[src/smsr_pkg.sv]
// Constants for the serial master status reporting block
package smsr_pkg;
  // Status word bit positions
  localparam int ST_DATA_ERR  = 4;
  localparam int ST_REMOTE    = 5;
  localparam int ST_ACCESS    = 6;
  localparam int ST_RX_PEND   = 10;
  localparam int ST_UNDEF     = 11;
  localparam int ST_CYCLIC    = 12;
  localparam int ST_RESET     = 13;
  localparam int ST_COMM      = 14;
  localparam int ST_BREAK     = 15;
  // Interrupt status fields
  localparam int IS_NODE_LO   = 0;
  localparam int IS_NODE_HI   = 5;
  localparam int IS_UNDEF     = 6;
  localparam int IS_NO_RESP   = 7;
  localparam int IS_REM_LO    = 8;
  localparam int IS_REM_HI    = 11;
  localparam int IS_ACC_LO    = 12;
  localparam int IS_ACC_HI    = 15;
  // Reset values
  localparam logic [15:0] STATUS_RST = 16'h0000;
  localparam logic [15:0] ISTAT_RST  = 16'h0000;
  // Commands
  localparam logic [15:0] CMD_BREAK      = 16'h0610;
  localparam logic [7:0]  CMD_CLR_HI     = 8'h04;
  localparam logic [15:0] CMD_CYCLIC_GO  = 16'h3000;
  localparam logic [15:0] CMD_DATA_SEND  = 16'h2000;
  localparam logic [3:0]  CMD_SYS_NIBBLE = 4'h1;
  // Clear command bit positions
  localparam int CLR_DATA_ERR = 4;
  localparam int CLR_REMOTE   = 5;
  localparam int CLR_ACCESS   = 6;
  // Remote reception error codes
  localparam logic [3:0] REM_PORT_MISMATCH = 4'h1;
  localparam logic [3:0] REM_DATA_TO_IO    = 4'h2;
  localparam logic [3:0] REM_RX_OVERFLOW   = 4'h3;
  // Host access error codes
  localparam logic [3:0] ACC_ZERO_NODES = 4'h1;
  localparam logic [3:0] ACC_TX_EMPTY   = 4'h2;
  localparam logic [3:0] ACC_WHILE_BUSY = 4'h3;
  localparam logic [3:0] ACC_UNUSED_NODE = 4'h4;
endpackage

[src/smsr_cmd_asm.sv]
// Command word assembly from 16-bit or paired 8-bit host writes
`timescale 1ns/1ps
module smsr_cmd_asm
  import smsr_pkg::*;
(
  // Clock, reset and clock enable
  input  wire logic        ref_clk_i,
  input  wire logic        reset_i,
  input  wire logic        ce_i,
  // Host command writes
  input  wire logic        word_wr_i,
  input  wire logic [15:0] word_i,
  input  wire logic        byte_wr_i,
  input  wire logic        byte_hi_i,
  input  wire logic [7:0]  byte_i,
  // Assembled command
  output logic             cmd_valid_o,
  output logic [15:0]      cmd_code_o
);
  typedef enum logic [0:0] {
    ASM_IDLE     = 1'b0,
    ASM_LOW_HELD = 1'b1
  } smsr_asm_st_t;

  typedef struct packed {
    smsr_asm_st_t st;
    logic [7:0]   low_byte;
    logic         valid;
    logic [15:0]  code;
  } smsr_asm_t;

  smsr_asm_t r;
  smsr_asm_t next_r;

  always_comb begin
    next_r = r;
    next_r.valid = 1'b0;
    if (word_wr_i) begin
      next_r.valid = 1'b1;
      next_r.code  = word_i;
      next_r.st    = ASM_IDLE;
    end else if (byte_wr_i) begin
      case (r.st)
        ASM_IDLE: begin
          // A lone high byte is dropped: nothing to pair it with
          if (!byte_hi_i) begin
            next_r.low_byte = byte_i;
            next_r.st       = ASM_LOW_HELD;
          end
        end
        ASM_LOW_HELD: begin
          if (byte_hi_i) begin
            next_r.valid = 1'b1;
            next_r.code  = {byte_i, r.low_byte};
            next_r.st    = ASM_IDLE;
          end else begin
            next_r.low_byte = byte_i;
          end
        end
        default: next_r.st = ASM_IDLE;
      endcase
    end
  end

  always_ff @(posedge ref_clk_i) begin
    if (reset_i) begin
      r <= '{st: ASM_IDLE, low_byte: 8'h00, valid: 1'b0, code: 16'h0000};
    end else if (ce_i) begin
      r <= next_r;
    end
  end

  assign cmd_valid_o = r.valid;
  assign cmd_code_o  = r.code;
endmodule

[src/smsr_top.sv]
// Status and interrupt status reporting of the serial network master
`timescale 1ns/1ps
// Overview of operation
// - Bit 10 set while receive FIFO holds data
// - Bit 12 set when cyclic communication starts
// - Bit 13 high while reset in progress
// - Bit 14 high during system or data communication
// - Bit 15 high during manual break, else zero
// - Failing node number recorded on error, retained
// - Only most recent failing node is reported
// - Interrupt bit 7 records no-response on data error
// - Remote error code stored in bits 8-11
// - Packet mismatch also raises remote reception error
// - Host access error code stored in bits 12-15
// - FIFO access or start while busy gives 0011
// - Status bit 4 and interrupt rise together
// - Group clear ignored when clear enable zero
module smsr_top
  import smsr_pkg::*;
(
  // Clock, reset, enable
  input  wire logic        ref_clk_i,
  input  wire logic        reset_i,
  input  wire logic        ce_i,
  // Host command writes
  input  wire logic        cmd_word_wr_i,
  input  wire logic [15:0] cmd_word_i,
  input  wire logic        cmd_byte_wr_i,
  input  wire logic        cmd_byte_hi_i,
  input  wire logic [7:0]  cmd_byte_i,
  // Host FIFO access strobe and configuration
  input  wire logic        fifo_access_i,
  input  wire logic        manual_break_cfg_i,
  input  wire logic        clear_enable_cfg_i,
  input  wire logic [6:0]  node_count_i,
  input  wire logic        tx_fifo_empty_i,
  input  wire logic        unused_node_access_i,
  // Engine state
  input  wire logic        rx_fifo_has_data_i,
  input  wire logic        cyclic_started_i,
  input  wire logic        cyclic_stopped_i,
  input  wire logic        reset_active_i,
  input  wire logic        comm_active_i,
  input  wire logic        break_done_i,
  // Engine error events
  input  wire logic        data_comm_error_i,
  input  wire logic        no_response_i,
  input  wire logic        remote_rx_error_i,
  input  wire logic [3:0]  remote_error_code_i,
  input  wire logic [5:0]  error_node_i,
  // Register and command outputs
  output logic [15:0]      main_status_word_o,
  output logic [15:0]      interrupt_error_detail_o,
  output logic             int_o,
  output logic             cmd_valid_o,
  output logic [15:0]      cmd_code_o
);
  typedef struct packed {
    logic [15:0] stat;
    logic [15:0] istat;
    logic        irq;
  } smsr_state_t;

  smsr_state_t r;
  smsr_state_t next_r;
  logic        cmd_valid;
  logic [15:0] cmd_code;
  logic        acc_err;
  logic [3:0]  acc_code;

  // Commands that launch communication on the link
  function automatic logic is_comm_start(input logic [15:0] c);
    return (c[15:12] == CMD_SYS_NIBBLE) || (c == CMD_DATA_SEND) || (c == CMD_CYCLIC_GO);
  endfunction

  smsr_cmd_asm u_cmd_asm (
    .ref_clk_i   (ref_clk_i),
    .reset_i     (reset_i),
    .ce_i        (ce_i),
    .word_wr_i   (cmd_word_wr_i),
    .word_i      (cmd_word_i),
    .byte_wr_i   (cmd_byte_wr_i),
    .byte_hi_i   (cmd_byte_hi_i),
    .byte_i      (cmd_byte_i),
    .cmd_valid_o (cmd_valid),
    .cmd_code_o  (cmd_code)
  );

  // Busy check first: a start while busy is refused whatever else is wrong
  always_comb begin
    acc_err  = 1'b1;
    acc_code = ACC_WHILE_BUSY;
    if (r.stat[ST_COMM] && (fifo_access_i || (cmd_valid && is_comm_start(cmd_code)))) begin
      acc_code = ACC_WHILE_BUSY;
    end else if (cmd_valid && cmd_code == CMD_CYCLIC_GO && node_count_i == 7'h00) begin
      acc_code = ACC_ZERO_NODES;
    end else if (cmd_valid && cmd_code == CMD_DATA_SEND && tx_fifo_empty_i) begin
      acc_code = ACC_TX_EMPTY;
    end else if (unused_node_access_i) begin
      acc_code = ACC_UNUSED_NODE;
    end else begin
      acc_err = 1'b0;
    end
  end

  always_comb begin
    next_r = r;
    next_r.stat[ST_RX_PEND] = rx_fifo_has_data_i;
    next_r.stat[ST_RESET]   = reset_active_i;
    next_r.stat[ST_COMM]    = comm_active_i;
    next_r.stat[ST_UNDEF]   = 1'b0;
    next_r.istat[IS_UNDEF]  = 1'b0;
    if (cyclic_stopped_i) begin
      next_r.stat[ST_CYCLIC] = 1'b0;
    end
    if (cyclic_started_i) begin
      next_r.stat[ST_CYCLIC] = 1'b1;
    end
    // Break flag only lives while manual break mode is selected
    if (!manual_break_cfg_i || break_done_i) begin
      next_r.stat[ST_BREAK] = 1'b0;
    end else if (cmd_valid && cmd_code == CMD_BREAK) begin
      next_r.stat[ST_BREAK] = 1'b1;
    end
    // Group clear first so a same-cycle event still sets its flag
    if (cmd_valid && cmd_code[15:8] == CMD_CLR_HI && clear_enable_cfg_i) begin
      if (cmd_code[CLR_DATA_ERR]) next_r.stat[ST_DATA_ERR] = 1'b0;
      if (cmd_code[CLR_REMOTE])   next_r.stat[ST_REMOTE]   = 1'b0;
      if (cmd_code[CLR_ACCESS])   next_r.stat[ST_ACCESS]   = 1'b0;
    end
    if (data_comm_error_i) begin
      next_r.stat[ST_DATA_ERR] = 1'b1;
      next_r.istat[IS_NO_RESP] = no_response_i;
    end
    // Mismatch reported by a node arrives as a remote error with its code
    if (remote_rx_error_i) begin
      next_r.stat[ST_REMOTE] = 1'b1;
      next_r.istat[IS_REM_HI:IS_REM_LO] = remote_error_code_i;
    end
    if (data_comm_error_i || remote_rx_error_i) begin
      next_r.istat[IS_NODE_HI:IS_NODE_LO] = error_node_i;
    end
    if (acc_err) begin
      next_r.stat[ST_ACCESS] = 1'b1;
      next_r.istat[IS_ACC_HI:IS_ACC_LO] = acc_code;
    end
    next_r.irq = next_r.stat[ST_DATA_ERR] | next_r.stat[ST_REMOTE] | next_r.stat[ST_ACCESS];
  end

  // Words are loaded from engine state and from host commands and access strobes
  always_ff @(posedge ref_clk_i) begin
    if (reset_i) begin
      r <= '{stat: STATUS_RST, istat: ISTAT_RST, irq: 1'b0};
    end else if (ce_i) begin
      r <= next_r;
    end
  end

  assign main_status_word_o       = r.stat;
  assign interrupt_error_detail_o = r.istat;
  assign int_o                    = r.irq;
  assign cmd_valid_o              = cmd_valid;
  assign cmd_code_o               = cmd_code;
endmodule

[config.mk]
export PLATFORM = sky130hd
export DESIGN_NAME = smsr_top
export DESIGN_NICKNAME = d
export VERILOG_FILES = /design/src/smsr_pkg.sv /design/src/smsr_cmd_asm.sv /design/src/smsr_top.sv
export SDC_FILE = /design/constraint.sdc
export NUM_CORES = 1
export LEC_CHECK = 0
export BUFFER_PORTS_ARGS = -buffer_cell sky130_fd_sc_hd__buf_2
export CAP_MARGIN = 20
export CORE_ASPECT_RATIO = 0.6
export CORE_MARGIN = 1.5
export CORE_UTILIZATION = 45
export CTS_CLUSTER_SIZE = 28
export DETAILED_ROUTE_END_ITERATION = 6
export MAX_ROUTING_LAYER = met4
export PLACE_DENSITY = 0.82
export SLEW_MARGIN = 40
export SYNTH_ARGS = -nofsm -noshare
export SYNTH_HDL_FRONTEND = slang
export SYNTH_SLANG_ARGS = --single-unit
[constraint.sdc]
create_clock -name ref_clk_i -period 1.95 [get_ports ref_clk_i]
set_clock_uncertainty 0.05 [all_clocks]
set_input_delay 0.195 -clock ref_clk_i [delete_from_list [all_inputs] [get_ports ref_clk_i]]
set_output_delay 0.195 -clock ref_clk_i [all_outputs]
set_load 0.03 [all_outputs]
; Yosys cells after proc, flatten, opt, wreduce, memory -nomap -nowiden
; Cells that the tools add are included.
[classes]
n_mux = 28
shifts = 0
n_reduce_logical = 30
n_lt_le_gt_ge = 0
div_mod_pow = 0
eq_ne = 7
add_sub_neg = 0
bitwise = 4
n_mul = 0
[op_table]
columns = operator, count
row1 = 17-bit two-way mux, 3
row2 = 16-bit by 14-bit equality test with 1-bit output (second input constant), 2
row3 = 26-bit two-way mux, 1
row4 = 9-bit case mux with 2 select lines, 1
row5 = 16-bit by 11-bit equality test with 1-bit output (second input constant), 1
row6 = 1-bit two-way mux, 16
row7 = 3-bit two-way mux, 5
row8 = 2-bit AND reduction, 7
row9 = 2-bit nonzero test, 5
row10 = 1-bit logical AND, 9
row11 = 9-bit two-way mux, 1
row12 = 8-bit by 3-bit equality test with 1-bit output (second input constant), 1
row13 = 8-bit two-way mux, 1
row14 = 7-bit zero test, 1
row15 = 1-bit logical OR, 5
row16 = 5-bit AND reduction, 1
row17 = 4-bit by 1-bit equality test with 1-bit output (second input constant), 1
row18 = 2-bit != test (second input constant), 2
row19 = 4-bit AND reduction, 1
row20 = 1-bit NOT, 2
row21 = 1-bit OR, 2
row22 = 1-bit zero test, 1
[word_totals]
latchBits = 0
regBits = 50
mem_count = 0
in_bits = 61
wordCells = 81
out_inout_bits = 50
rom_bits = 0
ram_bits = 0

; Logic depth before layout (Yosys ltp)
; Gate-level depths: netlist of the first run.
[depth]
word_depth = 9
mapped_depth = 6

; By module
; From an unflattened synthesis of the first run, not the netlist that was laid out.
[hier_totals]
cells_unflattened = 260
area_unflattened_um2 = 2407.3
[modules_own_cells]
columns = mod, area_per_inst_um2, cells_each, n_inst, seq_area_each_um2
row1 = smsr_cmd_asm, 1258.7, 125, 1, 520.5
row2 = smsr_top, 1148.6, 135, 1, 460.4

; Worst setup path after synthesis of the first run
; No wires, ideal clock.
[synth_timing]
path_kind = reg2reg
start = register u_cmd_asm.r (netlist bit u_cmd_asm.cmd_valid_o)
end = register r (netlist bit interrupt_error_detail_o[14])
slack_ns = 0.264
path_stages_with_launch = 6
arrival_ns = 1.521
required_ns = 1.785
path_cell_list = dfxtp_1 -> or3b_4 -> nor3b_2 -> o211a_1 -> nor2_1 -> o21a_1
[synth_between]
elab_chain_cells = 6
word_cells_on_any_way = 14
[synth_rtl]
columns = element, line
row1 = from (decl), smsr_cmd_asm.sv:32  ; smsr_asm_t r;
row2 = from (signal assigned), smsr_cmd_asm.sv:67  ; r <= '{st: ASM_IDLE, low_byte: 8'h00, valid: 1'b0, code: 16'h0000};
row3 = from (signal assigned), smsr_cmd_asm.sv:69  ; r <= next_r;
row4 = 1-bit logical AND (2 in series), smsr_top.sv:97  ; end else if (cmd_valid && cmd_code == CMD_DATA_SEND && tx_fifo_empty_i) begin
row5 = 1-bit two-way mux, smsr_top.sv:97
row6 = 1-bit two-way mux, smsr_top.sv:95  ; end else if (cmd_valid && cmd_code == CMD_CYCLIC_GO && node_count_i == 7'h00) begin
row7 = 1-bit two-way mux, smsr_top.sv:93  ; if (r.stat[ST_COMM] && (fifo_access_i || (cmd_valid && is_comm_start(cmd_code)))) begin
row8 = 2-bit AND reduction (no line), n/a
row9 = to (signal assigned), smsr_top.sv:153  ; r <= '{stat: STATUS_RST, istat: ISTAT_RST, irq: 1'b0};
row10 = to (signal assigned), smsr_top.sv:155  ; r <= next_r;
row11 = to (decl), smsr_top.sv:64  ; smsr_state_t r;
; Several ways; a longest one is shown, not always the timed one.
; A chain may end at the register's enable or synchronous reset.

; Worst setup path after layout of the first run
[layout_timing]
start = register u_cmd_asm.r (netlist bit u_cmd_asm.cmd_valid_o)
end = register r (netlist bit main_status_word_o[15])
[layout_between]
elab_chain_cells = 3
[layout_rtl]
columns = element, line
row1 = 1-bit logical AND, smsr_top.sv:122  ; end else if (cmd_valid && cmd_code == CMD_BREAK) begin
row2 = 2-bit nonzero test (no line), n/a
row3 = 2-bit AND reduction (no line), n/a
; Every way passes these cells.

==> flow_metrics.tcl, run 1 <==
set metrics [dict create \
    cp.required_ns 2.13 \
    synth-compound-area-share_pct 19.5 \
    path_cells "nor3b_1 -> and3_1 -> and3_1 -> a41oi_1 -> nor3_1" \
    cts-hold-fix-buffers 0 \
    netlist.top_cell.by_area "dfxtp_1" \
    synth_seq_area_share_pct 42.1 \
    synthXorXnorAreaFrac_pct 0 \
    clock_path_buffers 2 \
    max_stage_delay_ns 0.40 \
    endpoint_kind "register" \
    cp_max_fo 4 \
    syn_area_per_cell_um2 8.92 \
    drtIter0Drc 120 \
    tritoncts "done" \
    ioPinCount 111 \
    grt_max_degree 51 \
    cts_made_buffers 5 \
    cts.repair.resized 0 \
    hold_path_startpoint "error_node_i[2]" \
    p_sw_share_pct 30.0 \
    pwr-share-seq_pct 51.5 \
    finalSetupViolCount 0 \
    die_h_um 58.7 \
    dr.pass1.iters 4 \
    synth_top_area_share_pct 42.1 \
    min_period_over_period_pct 82.5 \
    start_kind "register" \
    num_antenna_cells 0 \
    antenna_found_initial 0 \
    rows 20 \
    final-seq-area_um2 981 \
    synth_fa_ha_area_share_pct 0 \
    pwr-share-clk_pct 27.9 \
    crit_top_cell "and3_1" \
    dr_total_vias 2166 \
    multi_input_area_um2 1100 \
    dp.cells 401 \
    synth-simple-area-share_pct 18.6 \
    ant_nets 0 \
    die_w_um 95.9 \
    finalWirelength_mm 6.23 \
    synth_cell_types 43 \
    clkLatencyLatePin_ns 0.30 \
    nFillCells 471 \
    drive_gt1_share_pct 37.1 \
    clock-sinks 49 \
    drv_cap 0 \
    synth_area_um2 2330 \
    finalSetupTns_ns 0 \
    netSwitchingPower_mw 0.639 \
    synth_top_family_by_area "compound AO/OA/AOI/OAI gates" \
    first_global_vias 1893 \
    yosys-top-cells-area "dfxtp_1, buf_4, mux2i_1" \
    synth_cells 261 \
    final_net_count 403 \
    dp.final_hpwl_mm 4.87 \
    htreeDepth 2 \
    slew_violations 0 \
    combPwrFrac_pct 20.7 \
    wire_per_inst_um 15.3 \
    outcome "finished, final reports clean" \
    globalplace.congestion 0.897 \
    ir_drop_uv 367 \
    final-hold-violation-count 0 \
    p_int_mw 1.49 \
    rsz0062_at_grt "no" \
    syn2layout_area_growth_pct 22.0 \
    crit_arrival_ns 1.79 \
    core_um2 5030 \
    cts-root-buf "clkbuf_8" \
    initial_core_util_pct 46.3 \
    grt_use_total_pct 23.5 \
    synth-seq-cells 49 \
    grt_pass1_wl_mm 9.49 \
    cp-startpoint "u_cmd_asm.cmd_valid_o" \
    io_buffers 100 \
    finalPower_mw 2.13 \
    drc 0 \
    cp_slowest_cell "nor3b_1" \
    muxShareOfSynthArea_pct 7.31 \
    die_area_um2 5630 \
    crit_type "reg2reg" \
    via_per_inst 5.31 \
    final.min_clock_period_ns 1.61 \
    r2r-start "u_cmd_asm.cmd_valid_o" \
    p_leak_nw 1.30 \
    hp-class "in2reg" \
    stdcell_count 408 \
    yosys_warnings 0 \
    cts_setup_buffers 0 \
    gr-total-overflow 0 \
    p_per_area_nw_per_um2 751 \
    clkTransAtPathRegs_ns 0.09 \
    clock.fmax_mhz 621 \
]
==> metal layers <==
metal | share of wire, % | vias up | global-route usage, % | routed length [um]
met3 | 11 | 8 | 5.56 | 697
li1 | - | 1061 | - | -
met2 | 38 | 112 | 30.9 | 2380
met5 | 0 | - | - | 0
met4 | 1.1 | 0 | 6.30 | 67
met1 | 50 | 985 | 35.2 | 3090
==> cells by family after synthesis <==
| family | after synthesis |
|---|---|
| AO/OA/AOI/OAI | 66 |
| other | 1 |
| multiplexers | 17 |
| buffers and inverters | 48 |
| flip-flops | 49 |
| AND/OR/NAND/NOR | 80 |
==> synthesized netlist by cell type <==
| cell | instances |
|---|---|
| nor3b_1 | 1 |
| o22ai_1 | 1 |
| nand2_1 | 8 |
| a31oi_1 | 1 |
| buf_4 | 27 |
| o21ai_0 | 9 |
| nor3_1 | 3 |
| nor4b_1 | 2 |
| o21a_1 | 2 |
| nor3b_2 | 2 |
| a41oi_1 | 1 |
| a311oi_1 | 1 |
| a21oi_1 | 12 |
| conb_1 | 1 |
| nor2b_1 | 2 |
| o21ai_2 | 1 |
| dfxtp_1 | 49 |
| inv_2 | 2 |
| nand4_1 | 1 |
| or3b_4 | 1 |
| nand2b_1 | 2 |
| nor4_2 | 2 |
| a211oi_1 | 17 |
| nor2_2 | 1 |
| and4_1 | 1 |
| nand3_1 | 5 |
| and4_4 | 2 |
| clkbuf_1 | 10 |
| and3_1 | 2 |
| o2bb2ai_1 | 1 |
| and4b_1 | 1 |
| inv_1 | 4 |
| buf_1 | 2 |
| a211oi_2 | 1 |
| nor4_1 | 2 |
| a22oi_1 | 17 |
| o211a_1 | 1 |
| nor2_1 | 40 |
| buf_2 | 3 |
| o311ai_1 | 1 |
| nor4b_2 | 1 |
| mux2i_1 | 17 |
| nand4b_1 | 1 |
==> path summary, 6_finish.rpt <==
kind | endpoint | slack, ns | cells after the start
worst max register to register | main_status_word_o[15] | 0.34 | 5
worst min-delay path | interrupt_error_detail_o[2] | 0.07 | 3
worst min register to register | interrupt_error_detail_o[7] | 0.41 | 2
worst max-delay path | main_status_word_o[15] | 0.34 | 5
==> cell type report <==
class / instances / area share, %
clock buffer: 7 / 3.04
inverter: 6 / 0.793
multi-input combinational: 173 / 38.8
sequential: 49 / 34.5
tap: 66 / 2.91
timing repair buffer: 107 / 19.9
==> registers in the layout, summed over array words and instances (netlist names) <==
name and flops:
u_cmd_asm.cmd_code_o 16, u_cmd_asm.cmd_valid_o 1, main_status_word_o 8, int_o 1
interrupt_error_detail_o 14, u_cmd_asm.r 9
==> stage by stage <==
stage	utilization [%]	hold slack (ns)	worst slack, ns	cell area [um^2]
after floorplan	-	0.289	0.264	2360
after global placement	54.8	0.372	0.409	2750
after detailed placement	54.8	0.389	0.376	2750
after CTS	56.5	0.0678	0.360	2840
after global routing	56.5	0.0682	0.209	2840
final	56.5	0.0740	0.341	2840
==> critical path, delay by kind of cell (launching register included) <==
kind            cells  cell delay (ns)
compound gates      1             0.13
flops               1             0.36
simple gates        4             1.00
==> layout by cell type (no fill, tap or decap), drive strengths merged, types with 3 or more instances in the layout <==
cell type | synthesis | final
a211oi | 18 | 18
and4 | 3 | 3
nor3b | 3 | 3
nand3 | 5 | 5
a21oi | 12 | 12
nor4 | 4 | 4
buf | 32 | 107
conb | 1 | 10
nor2 | 41 | 41
mux2i | 17 | 17
nor3 | 3 | 3
o21ai | 10 | 10
dfxtp | 49 | 49
nand2 | 8 | 8
inv | 6 | 6
nor4b | 3 | 3
a22oi | 17 | 17
clkbuf | 10 | 7
==> power groups by stage <==
stage                     Combinational [mW]  Clock (mW)  Sequential, mW
after CTS                              0.441       0.613            1.10
after floorplan                        0.269           0            1.16
final                                  0.440       0.595            1.10
after global routing                   0.477       0.667            1.10
after detailed placement               0.441           0            1.12
after global placement                 0.434           0            1.12
No activity file was read; power rests on OpenSTA's default activity.
==> run 2, diff against run 1 <==
Settings changed: CORE_UTILIZATION 45 to 42, PLACE_DENSITY 0.82 to 0.8.
Clock period 1.95 ns to 1.45 ns, I/O delays scaled along.
==> run 2 against run 1 <==
The run now ends with negative setup slack left. Routed wire length rose by 6.2%. Worst hold slack got worse by 0.050 ns. Utilization up 3.8 points. Sequential power is 33% higher. Global-route usage down 0.42 points. Total power grew 49%.
==> flow_metrics.tcl, run 2 (synthesized netlist as in run 1, its figures left out) <==
set metrics [dict create \
    dpl_cell_area_um2 2960 \
    io_buffers 100 \
    clock.fmax_mhz 627 \
    gr-total-overflow 0 \
    hp-class "in2reg" \
    violations "negative setup slack" \
    post-route-util_pct 60.3 \
    cp_max_fo 3 \
    num_antenna_cells 0 \
    final.min_clock_period_ns 1.60 \
    drc 0 \
    drv_cap 0 \
    grt_use_total_pct 23.1 \
    cts_made_buffers 5 \
    postLayoutSetupSlackWorst_ns -0.146 \
    min_period_over_period_pct 110 \
    first_global_vias 2049 \
    ioPinCount 111 \
    crit_type "reg2reg" \
    mostFrequentLayoutCell "buf_2" \
    globalplace.congestion 0.881 \
    ant_nets 0 \
    via_per_inst 5.22 \
    rows 20 \
    finalSetupViolCount 5 \
    antenna_found_initial 0 \
    dr.pass1.iters 4 \
    die_w_um 99.1 \
    clkLatencyLatePin_ns 0.30 \
    dr_total_vias 2264 \
    core_um2 5200 \
    ir_drop_uv 467 \
    outcome "complete, but fails checks" \
    stdcell_count 434 \
    wire_per_inst_um 15.2 \
    cts-root-buf "clkbuf_8" \
    dp.cells 425 \
    final_cell_mix "buf_2, dfxtp_1, nor2_1" \
    largest_reg_flops 16 \
    grt_max_degree 35 \
    rsz0062_at_grt "yes" \
    clock_path_buffers 2 \
    clock-sinks 49 \
    hold_slack_ns 0.0245 \
    finalPower_mw 3.17 \
    finalWirelength_mm 6.62 \
    htreeDepth 2 \
    die_area_um2 6010 \
    drtIter0Drc 73 \
    die_h_um 60.7 \
    cp.required_ns 1.57 \
    slew_violations 0 \
    drive_gt1_share_pct 44.3 \
    final-hold-violation-count 0 \
    clkTransAtPathRegs_ns 0.09 \
    final_net_count 428 \
    endpoint_kind "register" \
    dp_slack_ns -0.202 \
    final_cell_area_um2 3140 \
    p_leak_nw 1.46 \
    initial_core_util_pct 44.7 \
    finalSetupTns_ns -0.612 \
    p_per_area_nw_per_um2 1010 \
    syn2layout_area_growth_pct 34.7 \
    dp.final_hpwl_mm 5.06 \
    start_kind "register" \
    grt_pass1_wl_mm 10.1 \
    tritoncts "done" \
    crit_arrival_ns 1.72 \
    nFillCells 495 \
]
==> run 2: cell types whose count changed in the layout (fill, tap and decap cells not counted), moves of 2 or more <==
cell / change
dfxtp_2: +4
buf_12: +2
buf_4: +23
o21ai_1: +3
dfxtp_1: -5
o21ai_0: -4
==> run 2: worst max-delay path, cell delays in order, from the launching register on <==
cell and delay (ns):
dfxtp_4 0.35, or3b_4 0.26, nor3b_2 0.06, o211a_1 0.24, nor4_2 0.40, a211oi_2 0.12
==> run 2: path summary, 6_finish.rpt <==
| kind | start | end | slack (ns) | depth (start not counted) |
|---|---|---|---|---|
| max | u_cmd_asm.cmd_valid_o | int_o | -0.15 | 5 |
| min | error_node_i[5] | interrupt_error_detail_o[5] | 0.02 | 3 |
| max reg2reg | u_cmd_asm.cmd_valid_o | int_o | -0.15 | 5 |
| min reg2reg | interrupt_error_detail_o[10] | interrupt_error_detail_o[10] | 0.41 | 2 |
==> run 2: cell type report <==
type	count	area, um^2	area share [%]
multi-input combinational	173	1150	36.6
sequential	49	990	31.6
tap	66	82.6	2.63
timing repair buffer	132	778	24.8
clock inverter	1	30.0	0.957
clock buffer	7	86.3	2.75
inverter	6	22.5	0.718
==> run 2: routing by layer <==
layer	GRT usage, %	share of wire (%)
met4	4.83	0.51
met3	5.88	8.2
met2	33.1	41
met1	32.8	50
met5	-	0
==> run 2: where the power goes <==
part           total (mW)  leakage (nW)  internal (mW)  switching [mW]
combinational       0.686         0.995          0.272           0.414
clock                1.02        0.0585          0.563           0.458
sequential           1.46         0.404           1.42          0.0485
total                3.17          1.46           2.25           0.920
==> run 2: timing repair <==
| item | in CTS | in global routing |
|---|---|---|
| setup endpoints to repair | 8 | 8 |
| pin swaps | 3 | 4 |
| gates resized for setup | 9 | 6 |
| hold buffers | 0 | 0 |
| setup buffers | 1 | 0 |
| cloned | 0 | 0 |
==> run 3, diff against run 2 <==
Settings changed: BUFFER_PORTS_ARGS -buffer_cell sky130_fd_sc_hd__buf_2 to not set, CORE_UTILIZATION 42 to 45, DONT_BUFFER_PORTS set to 1, PLACE_DENSITY 0.8 to 0.68.
==> run 3 against run 2 <==
The flow finishes with violations (negative hold slack, negative setup slack). Non-clock buffer count down 67. Utilization decreased by 2.3 points. Worst setup slack better by 0.039 ns. Count of clock-buffer cells in the layout increased by 1. Fmax up 2.5%. Critical path depth is the same. Die area fell by 6.4%. Sequential power is 3% higher. Sequential cell count did not move. Final area shrank 7.0%. Worst hold slack got worse by 0.058 ns. Sequential share of layout area is 2.6 points higher. Highest routed layer is now met3.
==> flow_metrics.tcl, run 3 (synthesized netlist as in run 1, its figures left out) <==
set metrics [dict create \
    clock.fmax_mhz 642 \
    violations "negative hold slack, negative setup slack" \
    top_layer "met3" \
    p_sw_share_pct 29.6 \
    num_antenna_cells 0 \
    met2_length_mm 2.61 \
    rows 20 \
    die_w_um 95.9 \
    antenna_found_initial 0 \
    globalplace.congestion 0.804 \
    dr.pass1.iters 4 \
    dr_total_vias 2018 \
    wire_per_inst_um 17.1 \
    whs_path_depth 2 \
    final_net_count 361 \
    final-hold-violation-count 2 \
    mostFrequentLayoutCell "dfxtp_1" \
    core_um2 5030 \
    finalWirelength_mm 6.26 \
    start_kind "register" \
    netSwitchingPower_mw 0.843 \
    cp.required_ns 1.59 \
    endpoint_kind "register" \
    slew_headroom_pct 51.9 \
    crit_arrival_ns 1.70 \
    cp_max_fo 3 \
    finalSetupViolCount 5 \
    max_stage_delay_ns 0.44 \
    cts-root-buf "clkbuf_8" \
    finalPower_mw 2.85 \
    worst_slew_pin_slew_ns 0.720 \
    drv_cap 0 \
    drtIter0Drc 162 \
    min_period_over_period_pct 107 \
    ioPinCount 111 \
    die_area_um2 5630 \
    postLayoutSetupSlackWorst_ns -0.107 \
    p_leak_nw 1.15 \
    hp-class "in2reg" \
    io_buffers 0 \
    grt_pass1_wl_mm 9.07 \
    die_h_um 58.7 \
    initial_core_util_pct 46.3 \
    crit_type "reg2reg" \
    syn2layout_area_growth_pct 25.3 \
    crit_top_cell "o21a_1" \
    gr-total-overflow 0 \
    final_cell_mix "dfxtp_1, nor2_1, buf_4" \
    nFillCells 448 \
    cp_slowest_cell "or3b_4" \
    rsz0062_at_grt "yes" \
    clkLatencyLatePin_ns 0.29 \
    clkTransAtPathRegs_ns 0.09 \
    cts-hold-fix-buffers 29 \
    outcome "complete, but fails checks" \
    path_cells "or3b_4 -> nor3b_4 -> o21a_1 -> nor2_1 -> o21a_1" \
    p_per_area_nw_per_um2 976 \
    p_int_mw 2.00 \
    wl_met1_mm 3.03 \
    drc 0 \
    grt_max_degree 50 \
    pwr-share-seq_pct 53.2 \
    cts_made_buffers 5 \
    pwr-share-clk_pct 27.2 \
    combPwrFrac_pct 19.7 \
    finalSetupTns_ns -0.443 \
    drive_gt1_share_pct 22.6 \
    htreeDepth 2 \
    clock_path_buffers 2 \
    dp.final_hpwl_mm 4.27 \
    tritoncts "done" \
    final.min_clock_period_ns 1.56 \
    met3RoutedLength_um 621 \
    largest_reg_flops 16 \
    slew_violations 0 \
    reg2reg_depth 5 \
    grt_use_total_pct 22.4 \
    first_global_vias 1751 \
    hold_slack_ns -0.0331 \
    via_per_inst 5.50 \
    clock-sinks 49 \
    ant_nets 0 \
    ir_drop_uv 414 \
]
## run 3: timing repair
| action | 4_1_cts | 5_1_grt |
|---|---|---|
| resized for setup | 8 | 12 |
| pin swaps | 3 | 5 |
| endpoints found under the hold margin | 49 | 2 |
| setup endpoints to repair | 8 | 8 |
| buffers inserted | 0 | 2 |
## run 3: critical path: cells and delay by family, from the launching register on
kind / cells / cell delay, ns
flip-flops: 1 / 0.35
AND/OR/NAND/NOR: 3 / 0.72
AO/OA/AOI/OAI: 2 / 0.34
## run 3: stage by stage
| step | setup slack [ns] | util, % | hold slack, ns | instance area (um^2) | std cells |
|---|---|---|---|---|---|
| after floorplan | -0.0601 | - | 0.239 | 2370 | 270 |
| after global placement | -0.144 | 48.9 | 0.168 | 2460 | 328 |
| after detailed placement | -0.161 | 48.9 | 0.166 | 2460 | 328 |
| after CTS | -0.0897 | 57.0 | -0.0409 | 2870 | 365 |
| after global routing | -0.177 | 58.0 | -0.0124 | 2920 | 367 |
| final | -0.107 | 58.0 | -0.0331 | 2920 | 367 |
## run 3: metal layers
| metal | global-route usage, % | up-vias |
|---|---|---|
| met1 | 33.4 | 933 |
| met3 | 6.98 | 0 |
| met2 | 29.9 | 102 |
| met5 | - | - |
| met4 | 2.94 | 0 |
| li1 | - | 983 |
## run 3: power by group through the flow
stage | combinational, mW | sequential [mW] | clock (mW)
2_1_floorplan | 0.361 | 1.56 | 0
3_3_place_gp | 0.434 | 1.53 | 0
3_5_place_dp | 0.439 | 1.54 | 0
4_1_cts | 0.542 | 1.51 | 0.799
5_1_grt | 0.602 | 1.52 | 0.870
6_report | 0.560 | 1.51 | 0.773
## run 3: layout make-up
type	instances	area (um^2)	share of cell area, %
Sequential cell	49	996	34.1
Clock buffer	8	80.1	2.75
Inverter	6	22.5	0.772
Timing Repair Buffer	65	583	20.0
Multi-Input combinational cell	173	1150	39.5
Tap cell	66	82.6	2.83
## run 3: worst paths after layout
path,start,endpoint,slack [ns]
worst max-delay path,u_cmd_asm.cmd_code_o[14],interrupt_error_detail_o[14],-0.11
worst min-delay path,unused_node_access_i,main_status_word_o[6],-0.03
worst max register to register,u_cmd_asm.cmd_code_o[14],interrupt_error_detail_o[14],-0.11
worst min register to register,u_cmd_asm.r[19],u_cmd_asm.r[19],0.46
